--- src/hw/sfrp_consts.svh ---
/*
  Constants of the buffer read port: sizes, reset values, register offsets
  and field positions.
  Assumes inclusion by bare name from the package and the design files.
*/
`ifndef SFRP_CONSTS_SVH
`define SFRP_CONSTS_SVH

`define SFRP_ENTRIES        256
`define SFRP_PTR_W          8
`define SFRP_WORD_W         9
`define SFRP_LEVEL_W        9
`define SFRP_AE_OFFSET_RST  8'h07
`define SFRP_AF_OFFSET_RST  8'h07
`define SFRP_ADDR_W         8

`define SFRP_REG_AE_OFFSET  8'h00
`define SFRP_REG_AF_OFFSET  8'h04
`define SFRP_REG_STATUS     8'h08
`define SFRP_REG_IRQ_STATUS 8'h0c
`define SFRP_REG_IRQ_MASK   8'h10

`define SFRP_STAT_FLAGS_LSB 16
`define SFRP_IRQ_W          6
`define SFRP_IRQ_EMPTY      0
`define SFRP_IRQ_AEMPTY     1
`define SFRP_IRQ_AFULL      2
`define SFRP_IRQ_FULL       3
`define SFRP_IRQ_OVERFLOW   4
`define SFRP_IRQ_UNDERFLOW  5
`define SFRP_IRQ_MASK_RST   6'h00

`define SFRP_RESP_OKAY      2'h0
`define SFRP_RESP_SLVERR    2'h2

`endif

--- src/hw/sfrp_pkg.sv ---
/*
  Types shared by the buffer read port modules.
  Assumes the constants header is on the include path.
*/
`include "sfrp_consts.svh"
`default_nettype none

package sfrp_pkg;

  typedef logic [`SFRP_WORD_W-1:0]  sfrp_word_t;
  typedef logic [`SFRP_PTR_W-1:0]   sfrp_ptr_t;
  typedef logic [`SFRP_LEVEL_W-1:0] sfrp_level_t;
  typedef logic [7:0]               sfrp_offset_t;
  typedef logic [`SFRP_IRQ_W-1:0]   sfrp_irq_t;

  typedef struct packed {
    logic [`SFRP_ENTRIES-1:0][`SFRP_WORD_W-1:0] mem;
    sfrp_word_t                                 rd_data;
  } sfrp_ram_st_t;

  typedef struct packed {
    logic flag_n;
    logic asserted;
  } sfrp_flag_st_t;

endpackage : sfrp_pkg

`default_nettype wire

--- src/hw/sfrp_level_flag.sv ---
/*
  One registered active-low level flag with a one-cycle pulse when it
  asserts.
  Assumes level is the fill level that the buffer holds after this edge.
*/
`include "sfrp_consts.svh"
`default_nettype none

module sfrp_level_flag #(
  parameter bit AT_OR_ABOVE = 1'b0
) (
  input  wire logic                  sys_clk,
  input  wire logic                  reset_n,
  input  wire sfrp_pkg::sfrp_level_t level,
  input  wire sfrp_pkg::sfrp_offset_t offset,
  output logic                       flag_n,
  output logic                       asserted
);

  sfrp_pkg::sfrp_flag_st_t q;
  sfrp_pkg::sfrp_flag_st_t d;
  sfrp_pkg::sfrp_level_t   limit;
  logic                    hit;

  // Full side flags trip at capacity minus offset, empty side at offset.
  always_comb begin
    limit = `SFRP_LEVEL_W'(`SFRP_ENTRIES) - {1'b0, offset};
    if (AT_OR_ABOVE) begin
      hit = (level >= limit);
    end else begin
      hit = (level <= {1'b0, offset});
    end
    d.flag_n   = ~hit;
    d.asserted = hit & q.flag_n;
  end

  // Empty side flags come out of reset low, full side flags high.
  always_ff @(posedge sys_clk or negedge reset_n) begin
    if (!reset_n) begin
      q.flag_n   <= AT_OR_ABOVE;
      q.asserted <= 1'b0;
    end else begin
      q <= d;
    end
  end

  assign flag_n   = q.flag_n;
  assign asserted = q.asserted;

endmodule : sfrp_level_flag

`default_nettype wire

--- src/hw/sfrp_ram.sv ---
/*
  Storage array of the buffer with a registered output word.
  Assumes the caller never writes a full buffer nor reads an empty one.
*/
`include "sfrp_consts.svh"
`default_nettype none

module sfrp_ram (
  input  wire logic                 sys_clk,
  input  wire logic                 reset_n,
  input  wire logic                 wr_en,
  input  wire sfrp_pkg::sfrp_ptr_t  wr_addr,
  input  wire sfrp_pkg::sfrp_word_t wr_data,
  input  wire logic                 rd_en,
  input  wire sfrp_pkg::sfrp_ptr_t  rd_addr,
  output sfrp_pkg::sfrp_word_t      rd_data
);

  sfrp_pkg::sfrp_ram_st_t q;
  sfrp_pkg::sfrp_ram_st_t d;

  always_comb begin
    d = q;
    if (wr_en) begin
      d.mem[wr_addr] = wr_data;
    end
    if (rd_en) begin
      d.rd_data = q.mem[rd_addr];
    end
  end

  // The output word clears to zero on reset and holds except on a read.
  always_ff @(posedge sys_clk or negedge reset_n) begin
    if (!reset_n) begin
      q <= '0;
    end else begin
      q <= d;
    end
  end

  assign rd_data = q.rd_data;

endmodule : sfrp_ram

`default_nettype wire

--- src/hw/sfrp_fifo_read_port.sv ---
/*
  Synchronous 256 x 9 buffer: write port, read port with output drive
  control, four active-low status flags, register file on AXI4-Lite and
  one level interrupt.
  Assumes one clock for both ports and inputs synchronous to it.
*/
// The implementer's own choices: the register offsets and the AXI4-Lite register port.
//
// Contract
// - Both read enables low reads one word
// - No read while empty flag low
// - Drive enable low drives bus, else released
// - Empty flag low exactly when no words
// - Almost-empty low within programmed offset
// - Almost-empty offset resets to seven
// - Almost-full low within offset of capacity
// - Almost-full offset resets to seven
// - Full low when full, writes ignored
// - Full returns high when no longer full
// - Reset clears pointers, sets flag levels
// - Write enable stores word each edge
`include "sfrp_consts.svh"
`default_nettype none

module sfrp_fifo_read_port (
  input  wire logic                 sys_clk,
  input  wire logic                 reset_n,
  input  wire sfrp_pkg::sfrp_word_t write_data,
  input  wire logic                 write_enable_n,
  input  wire logic                 read_enable_a_n,
  input  wire logic                 read_enable_b_n,
  input  wire logic                 output_enable_n,
  output sfrp_pkg::sfrp_word_t      read_data,
  output logic                      read_data_oe_n,
  output logic                      empty_flag_n,
  output logic                      almost_empty_flag_n,
  output logic                      almost_full_flag_n,
  output logic                      full_flag_n,
  output logic                      irq,
  input  wire logic [7:0]           s_axi_awaddr,
  input  wire logic                 s_axi_awvalid,
  output logic                      s_axi_awready,
  input  wire logic [31:0]          s_axi_wdata,
  input  wire logic [3:0]           s_axi_wstrb,
  input  wire logic                 s_axi_wvalid,
  output logic                      s_axi_wready,
  output logic [1:0]                s_axi_bresp,
  output logic                      s_axi_bvalid,
  input  wire logic                 s_axi_bready,
  input  wire logic [7:0]           s_axi_araddr,
  input  wire logic                 s_axi_arvalid,
  output logic                      s_axi_arready,
  output logic [31:0]               s_axi_rdata,
  output logic [1:0]                s_axi_rresp,
  output logic                      s_axi_rvalid,
  input  wire logic                 s_axi_rready
);

  // ***************************************************************
  // State
  // ***************************************************************

  typedef struct packed {
    sfrp_pkg::sfrp_level_t  level;
    sfrp_pkg::sfrp_ptr_t    wr_ptr;
    sfrp_pkg::sfrp_ptr_t    rd_ptr;
    logic                   oe_n;
    sfrp_pkg::sfrp_offset_t ae_offset;
    sfrp_pkg::sfrp_offset_t af_offset;
    sfrp_pkg::sfrp_irq_t    irq_status;
    sfrp_pkg::sfrp_irq_t    irq_mask;
    logic                   irq;
    logic [7:0]             awaddr;
    logic                   aw_held;
    logic                   awready;
    logic [31:0]            wdata;
    logic                   wstrb0;
    logic                   w_held;
    logic                   wready;
    logic                   bvalid;
    logic [1:0]             bresp;
    logic                   arready;
    logic                   rvalid;
    logic [1:0]             rresp;
    logic [31:0]            rdata;
  } sfrp_top_st_t;

  sfrp_top_st_t        q;
  sfrp_top_st_t        d;
  logic                do_read;
  logic                do_write;
  logic                read_req;
  logic                write_req;
  sfrp_pkg::sfrp_irq_t events;
  sfrp_pkg::sfrp_irq_t irq_clear;
  logic                ev_empty;
  logic                ev_aempty;
  logic                ev_afull;
  logic                ev_full;
  logic                aw_take;
  logic                w_take;
  logic                ar_take;
  logic [3:0]          flags_n;

  // ***************************************************************
  // Storage and flags
  // ***************************************************************

  sfrp_ram u_ram (
    .sys_clk (sys_clk),
    .reset_n (reset_n),
    .wr_en   (do_write),
    .wr_addr (q.wr_ptr),
    .wr_data (write_data),
    .rd_en   (do_read),
    .rd_addr (q.rd_ptr),
    .rd_data (read_data)
  );

  sfrp_level_flag #(.AT_OR_ABOVE(1'b0)) u_empty (
    .sys_clk  (sys_clk),
    .reset_n  (reset_n),
    .level    (d.level),
    .offset   (8'h00),
    .flag_n   (empty_flag_n),
    .asserted (ev_empty)
  );

  sfrp_level_flag #(.AT_OR_ABOVE(1'b0)) u_almost_empty (
    .sys_clk  (sys_clk),
    .reset_n  (reset_n),
    .level    (d.level),
    .offset   (q.ae_offset),
    .flag_n   (almost_empty_flag_n),
    .asserted (ev_aempty)
  );

  sfrp_level_flag #(.AT_OR_ABOVE(1'b1)) u_almost_full (
    .sys_clk  (sys_clk),
    .reset_n  (reset_n),
    .level    (d.level),
    .offset   (q.af_offset),
    .flag_n   (almost_full_flag_n),
    .asserted (ev_afull)
  );

  sfrp_level_flag #(.AT_OR_ABOVE(1'b1)) u_full (
    .sys_clk  (sys_clk),
    .reset_n  (reset_n),
    .level    (d.level),
    .offset   (8'h00),
    .flag_n   (full_flag_n),
    .asserted (ev_full)
  );

  // ***************************************************************
  // Data path control
  // ***************************************************************

  // The flags are registered from the next level, so each one shows
  // the level that the buffer holds in the current cycle.
  always_comb begin
    read_req  = ~read_enable_a_n & ~read_enable_b_n;
    write_req = ~write_enable_n;
    do_read   = read_req & empty_flag_n;
    do_write  = write_req & full_flag_n;
    flags_n   = {full_flag_n, almost_full_flag_n,
                 almost_empty_flag_n, empty_flag_n};
    events                      = '0;
    events[`SFRP_IRQ_EMPTY]     = ev_empty;
    events[`SFRP_IRQ_AEMPTY]    = ev_aempty;
    events[`SFRP_IRQ_AFULL]     = ev_afull;
    events[`SFRP_IRQ_FULL]      = ev_full;
    events[`SFRP_IRQ_OVERFLOW]  = write_req & ~full_flag_n;
    events[`SFRP_IRQ_UNDERFLOW] = read_req & ~empty_flag_n;
    aw_take = s_axi_awvalid & q.awready;
    w_take  = s_axi_wvalid & q.wready;
    ar_take = s_axi_arvalid & q.arready;
  end

  // ***************************************************************
  // Next state
  // ***************************************************************

  always_comb begin
    d         = q;
    irq_clear = '0;

    if (do_write) begin
      d.wr_ptr = q.wr_ptr + `SFRP_PTR_W'(1);
    end
    if (do_read) begin
      d.rd_ptr = q.rd_ptr + `SFRP_PTR_W'(1);
    end
    if (do_write && !do_read) begin
      d.level = q.level + `SFRP_LEVEL_W'(1);
    end else if (do_read && !do_write) begin
      d.level = q.level - `SFRP_LEVEL_W'(1);
    end

    d.oe_n = output_enable_n;

    // Write address and data are taken in either order.
    if (aw_take) begin
      d.awaddr  = s_axi_awaddr;
      d.aw_held = 1'b1;
    end
    if (w_take) begin
      d.wdata  = s_axi_wdata;
      d.wstrb0 = s_axi_wstrb[0];
      d.w_held = 1'b1;
    end
    if (q.bvalid && s_axi_bready) begin
      d.bvalid = 1'b0;
    end
    if (q.aw_held && q.w_held && !q.bvalid) begin
      d.aw_held = 1'b0;
      d.w_held  = 1'b0;
      d.bvalid  = 1'b1;
      d.bresp   = `SFRP_RESP_OKAY;
      if (q.awaddr == `SFRP_REG_AE_OFFSET) begin
        if (q.wstrb0) begin
          d.ae_offset = q.wdata[7:0];
        end
      end else if (q.awaddr == `SFRP_REG_AF_OFFSET) begin
        if (q.wstrb0) begin
          d.af_offset = q.wdata[7:0];
        end
      end else if (q.awaddr == `SFRP_REG_STATUS) begin
        d.bresp = `SFRP_RESP_OKAY;
      end else if (q.awaddr == `SFRP_REG_IRQ_STATUS) begin
        if (q.wstrb0) begin
          irq_clear = q.wdata[`SFRP_IRQ_W-1:0];
        end
      end else if (q.awaddr == `SFRP_REG_IRQ_MASK) begin
        if (q.wstrb0) begin
          d.irq_mask = q.wdata[`SFRP_IRQ_W-1:0];
        end
      end else begin
        d.bresp = `SFRP_RESP_SLVERR;
      end
    end
    d.awready = ~d.aw_held;
    d.wready  = ~d.w_held;

    // Reads answer one cycle after the address is taken.
    if (q.rvalid && s_axi_rready) begin
      d.rvalid  = 1'b0;
      d.arready = 1'b1;
    end
    if (ar_take) begin
      d.arready = 1'b0;
      d.rvalid  = 1'b1;
      d.rresp   = `SFRP_RESP_OKAY;
      d.rdata   = '0;
      if (s_axi_araddr == `SFRP_REG_AE_OFFSET) begin
        d.rdata[7:0] = q.ae_offset;
      end else if (s_axi_araddr == `SFRP_REG_AF_OFFSET) begin
        d.rdata[7:0] = q.af_offset;
      end else if (s_axi_araddr == `SFRP_REG_STATUS) begin
        d.rdata[`SFRP_LEVEL_W-1:0] = q.level;
        d.rdata[`SFRP_STAT_FLAGS_LSB +: 4] = flags_n;
      end else if (s_axi_araddr == `SFRP_REG_IRQ_STATUS) begin
        d.rdata[`SFRP_IRQ_W-1:0] = q.irq_status;
      end else if (s_axi_araddr == `SFRP_REG_IRQ_MASK) begin
        d.rdata[`SFRP_IRQ_W-1:0] = q.irq_mask;
      end else begin
        d.rresp = `SFRP_RESP_SLVERR;
      end
    end

    // A new event wins over a clear in the same cycle.
    d.irq_status = (q.irq_status & ~irq_clear) | events;
    d.irq        = |(d.irq_status & d.irq_mask);
  end

  // ***************************************************************
  // Registers
  // ***************************************************************

  always_ff @(posedge sys_clk or negedge reset_n) begin
    if (!reset_n) begin
      q            <= '0;
      q.oe_n       <= 1'b1;
      q.ae_offset  <= `SFRP_AE_OFFSET_RST;
      q.af_offset  <= `SFRP_AF_OFFSET_RST;
      q.irq_mask   <= `SFRP_IRQ_MASK_RST;
      q.awready    <= 1'b1;
      q.wready     <= 1'b1;
      q.arready    <= 1'b1;
    end else begin
      q <= d;
    end
  end

  // ***************************************************************
  // Outputs
  // ***************************************************************

  assign read_data_oe_n = q.oe_n;
  assign irq            = q.irq;
  assign s_axi_awready  = q.awready;
  assign s_axi_wready   = q.wready;
  assign s_axi_bvalid   = q.bvalid;
  assign s_axi_bresp    = q.bresp;
  assign s_axi_arready  = q.arready;
  assign s_axi_rvalid   = q.rvalid;
  assign s_axi_rresp    = q.rresp;
  assign s_axi_rdata    = q.rdata;

endmodule : sfrp_fifo_read_port

`default_nettype wire

--- config.mk ---
export PLATFORM = sky130hd
export DESIGN_NAME = sfrp_fifo_read_port
export DESIGN_NICKNAME = d
export VERILOG_FILES = /design/src/hw/sfrp_pkg.sv /design/src/hw/sfrp_level_flag.sv /design/src/hw/sfrp_ram.sv /design/src/hw/sfrp_fifo_read_port.sv
export VERILOG_INCLUDE_DIRS = /design/src /design/src/hw
export SDC_FILE = /design/constraint.sdc
export NUM_CORES = 2
export LEC_CHECK = 0
export BUFFER_PORTS_ARGS = -buffer_cell sky130_fd_sc_hd__buf_2
export CAP_MARGIN = 20
export CORE_MARGIN = 3
export CORE_UTILIZATION = 43
export DETAILED_ROUTE_END_ITERATION = 12
export PLACE_DENSITY = 0.57
export SLEW_MARGIN = 20
export SYNTH_ARGS = -nofsm -noshare
export SYNTH_HDL_FRONTEND = slang
export SYNTH_HIERARCHICAL = 1
export SYNTH_SLANG_ARGS = --single-unit
--- constraint.sdc ---
create_clock -name sys_clk -period 2.6 [get_ports sys_clk]
set_clock_uncertainty 0.05 [all_clocks]
set_input_delay 0.13 -clock sys_clk [delete_from_list [all_inputs] [get_ports sys_clk]]
set_output_delay 0.13 -clock sys_clk [all_outputs]
set_load 0.03 [all_outputs]
==> flow_summary_export.csv <==
group,metric,value,unit
power,peakVddDrop,0.751,mV
detailed_routing,vias,71400,
outcome,failed_checks,"negative setup slack",
die,start_util,0.433,
logic_synthesis,ys_ff_latch,2415,
worst_setup_path,crit_required,3.40,ns
logic_synthesis,async_reset_ff_frac,1.00,
logic_synthesis,synth_ff_type,"dfrtp_1",
sta,setup_viol,787,
power,clkPwrFrac,0.376,
die,fp.dieW,515,microns
sta,rsz0062_at_grt,"true",
sta,worstMarginPinSlew,1.01,ns
logic_synthesis,yosysTopAreaCellShare,0.540,
worst_setup_path,cp-end-kind,"flop",
logic_synthesis,syn_area,0.111,sq mm
detailed_routing,drc,0,
worst_setup_path,critPathMaxFanout,8,
worst_setup_path,reg2regPathDepth,12,
grt,grt_usage,0.262,
grt,antenna_found_initial,8,
placement,placedCellCount,11300,
worst_setup_path,crit_end,"u_ram/rd_data[2]",
die,std_cell_rows,186,
sta,max-slew-margin-rel,0.327,
layout,layout_common_cells,"2,398 x dfrtp_1, 2,057 x mux2_2, 544 x buf_4",
cts,insertion_delay,0.95,ns
cts,cts_tree,"yes",
worst_setup_path,cp-startpoint,"q[114]",
layout,layoutNonFillerInstCount,12100,
worst_setup_path,rrSetupSlack,-0.52,ns
sta,period_minus_slack,3.12,ns
detailed_routing,drt_wl_total,354,mm
min_path,hp-start,"s_axi_araddr[0]",
cts,clkTransAtPathRegs,0.06,ns
grt,grt_max_degree,167,
layout,final_common_cell,"dfrtp_1",
die,io_pins,128,
die,fp.dieH,515,microns
die,core,0.257,sq mm
power,switching_share,0.282,
layout,syn_to_final_growth,25.8,%
power,p_comb_frac,0.227,
logic_synthesis,synth_edf_count,0,
cts,htreeDepth,5,
placement,place_ws,-1.31,ns
detailed_routing,wl_per_cell,29.4,microns
outcome,status,"finished with violations",
layout,drive_above_1_share,0.529,
min_path,min_path_type,"in -> reg",
logic_synthesis,synth_top_cell_by_area,"dfrtp_1",
worst_setup_path,r2r-end,"u_ram/rd_data[2]",
logic_synthesis,syn_inst,7525,
detailed_routing,drtIter0Drc,5937,
sta,timing.final.ws_setup,-0.525,ns
cts,cts_inserted_buffers,289,
power,p_seq_frac,0.396,
grt,grt_pass1_vias,74500,
detailed_routing,ant_nets,0,
power,switchingPower,30.2,mW
worst_setup_path,critPathKind,"reg -> reg",
sta,fin_crit_sh,1.20,
sta,hold_violations,0,
power,intPower,76.9,mW
placement,portBuffers,79,
sta,max_freq,320,MHz
placement,place_hpwl,227,mm
detailed_routing,dr.pass1.iters,5,
sta,slew_viol_final,0,
cts,clock-root-buffer,"clkbuf_16",
grt,grt_remaining_overflow,0,
grt,grt_pass1_wl,517,mm
power,powerDensity,765,mW/mm^2
logic_synthesis,synth.area.top_cells,"dfrtp_1 54%, mux2_2 24%, mux4_2 7.6%",
logic_synthesis,netlist-cell-type-count,85,
flow_run,maxCapViolations,0,
worst_setup_path,critPathLaunchType,"flop",
cts,cts.sinks,2415,
layout,final_nets,8603,
logic_synthesis,yosysSeqAreaShare,0.543,
power,power_leakage,65.2,nW
worst_setup_path,worstPathArrival,3.92,ns
cts,cts_max_path_buffers,4,
die,dieArea,0.265,sq mm
worst_setup_path,r2r_start,"q[114]",
detailed_routing,viasPerCell,5.92,
logic_synthesis,yosys_warnings,6,
logic_synthesis,synth.avg_cell_area,14.8,sq um
placement,place_congestion,0.871,
[layer usage]
metal  vias up  part of all wire  GRT usage
met5         -          0.000028          0
met4         2             0.038     0.0923
met3       575             0.055     0.0411
met2      2089              0.46      0.415
met1     38800              0.44      0.367
li1      30000                 -          -
[kinds of logic (layout without fill, tap and decap cells)]
group / count (synthesis) / count (layout) / share of synthesized area
compound gates: 592 / 592 / 0.0374
fa+ha+maj: 40 / 40 / 0.00450
simple gates: 705 / 714 / 0.0296
xor+xnor: 35 / 35 / 0.00275
flops: 2415 / 2415 / 0.543
other cells: 1 / 57 / 0.0000337
mux: 3106 / 3106 / 0.352
buf+inv: 631 / 1726 / 0.0302
[worst max-delay path: stages, from the launching register on]
cell	delay [ns]
dfrtp_4	0.49
buf_12	0.16
buf_12	0.16
or3b_4	0.39
buf_12	0.16
buf_4	0.16
o22ai_2	0.16
a211oi_4	0.08
a22oi_2	0.29
buf_4	0.18
nand4_1	0.25
nor2_4	0.34
a211o_1	0.15
[worst min path at each step]
stage,endpoint,cells after the start
2_1_floorplan,irq,0
3_3_place_gp,u_ram/q[891],1
3_5_place_dp,u_ram/q[891],1
4_1_cts,s_axi_rdata[7],4
5_1_grt,s_axi_rdata[7],4
6_report,s_axi_rdata[7],4
[through the flow]
step                power, mW  area [sq um]  hold slack, ns   util  TNS, ns
CTS                       107        137000          0.0792  0.534   -20.27
finish                    107        140000           0.150  0.544   -43.54
global route              111        140000           0.129  0.544   -87.79
detailed placement       63.7        124000          0.0458  0.482  -198.56
floorplan                56.6        112000          -0.216      -   -25.67
global placement         63.2        124000          0.0429  0.482  -158.59
[what timing repair did]
action	4_1_cts	5_1_grt
hold buffers	95	0
gates cloned	32	35
setup buffers	62	48
endpoints found under the hold margin	3935	0
setup endpoints to repair	1815	1015
pin swaps	52	92
resized for setup	372	456
[power by group through the flow]
stage	Clock [mW]	Combinational, mW	Sequential (mW)
final	40.3	24.4	42.4
after detailed placement	0	20.6	43.1
after global placement	0	20.3	43.0
after CTS	41.1	23.2	42.4
after floorplan	0	14.3	42.4
after global routing	42.8	25.7	42.8
[Yosys cell counts (21+ instances only)]
master,count
dfrtp_1,2403
a211oi_1,66
nand3_1,47
ha_1,40
buf_4,77
o22ai_1,138
inv_1,48
nor2_1,216
clkbuf_1,373
nor3_1,38
o221ai_1,66
buf_6,46
nand2_1,262
mux2i_1,354
nand4_1,23
xnor2_1,21
mux4_1,29
buf_2,51
o21ai_0,42
a22oi_1,98
mux2_2,2345
a21oi_1,75
mux4_2,377
[flip-flops by register name (all words and copies together) (netlist names), 9 cells and up]
signal         cells
q                 72
s_axi_rdata       13
u_ram/q         2304
u_ram/rd_data      9
[cell type report]
type | count | area (sq um)
flip-flops and latches | 2415 | 60500
clock inverters | 69 | 986
fillers | 20500 | 117000
inverters | 49 | 190
well taps | 3384 | 4230
diodes | 2 | 5.00
multi-input cells | 4542 | 51100
clock buffers | 414 | 8370
repair buffers | 1194 | 14600
Power figures use the tool's default switching activity.
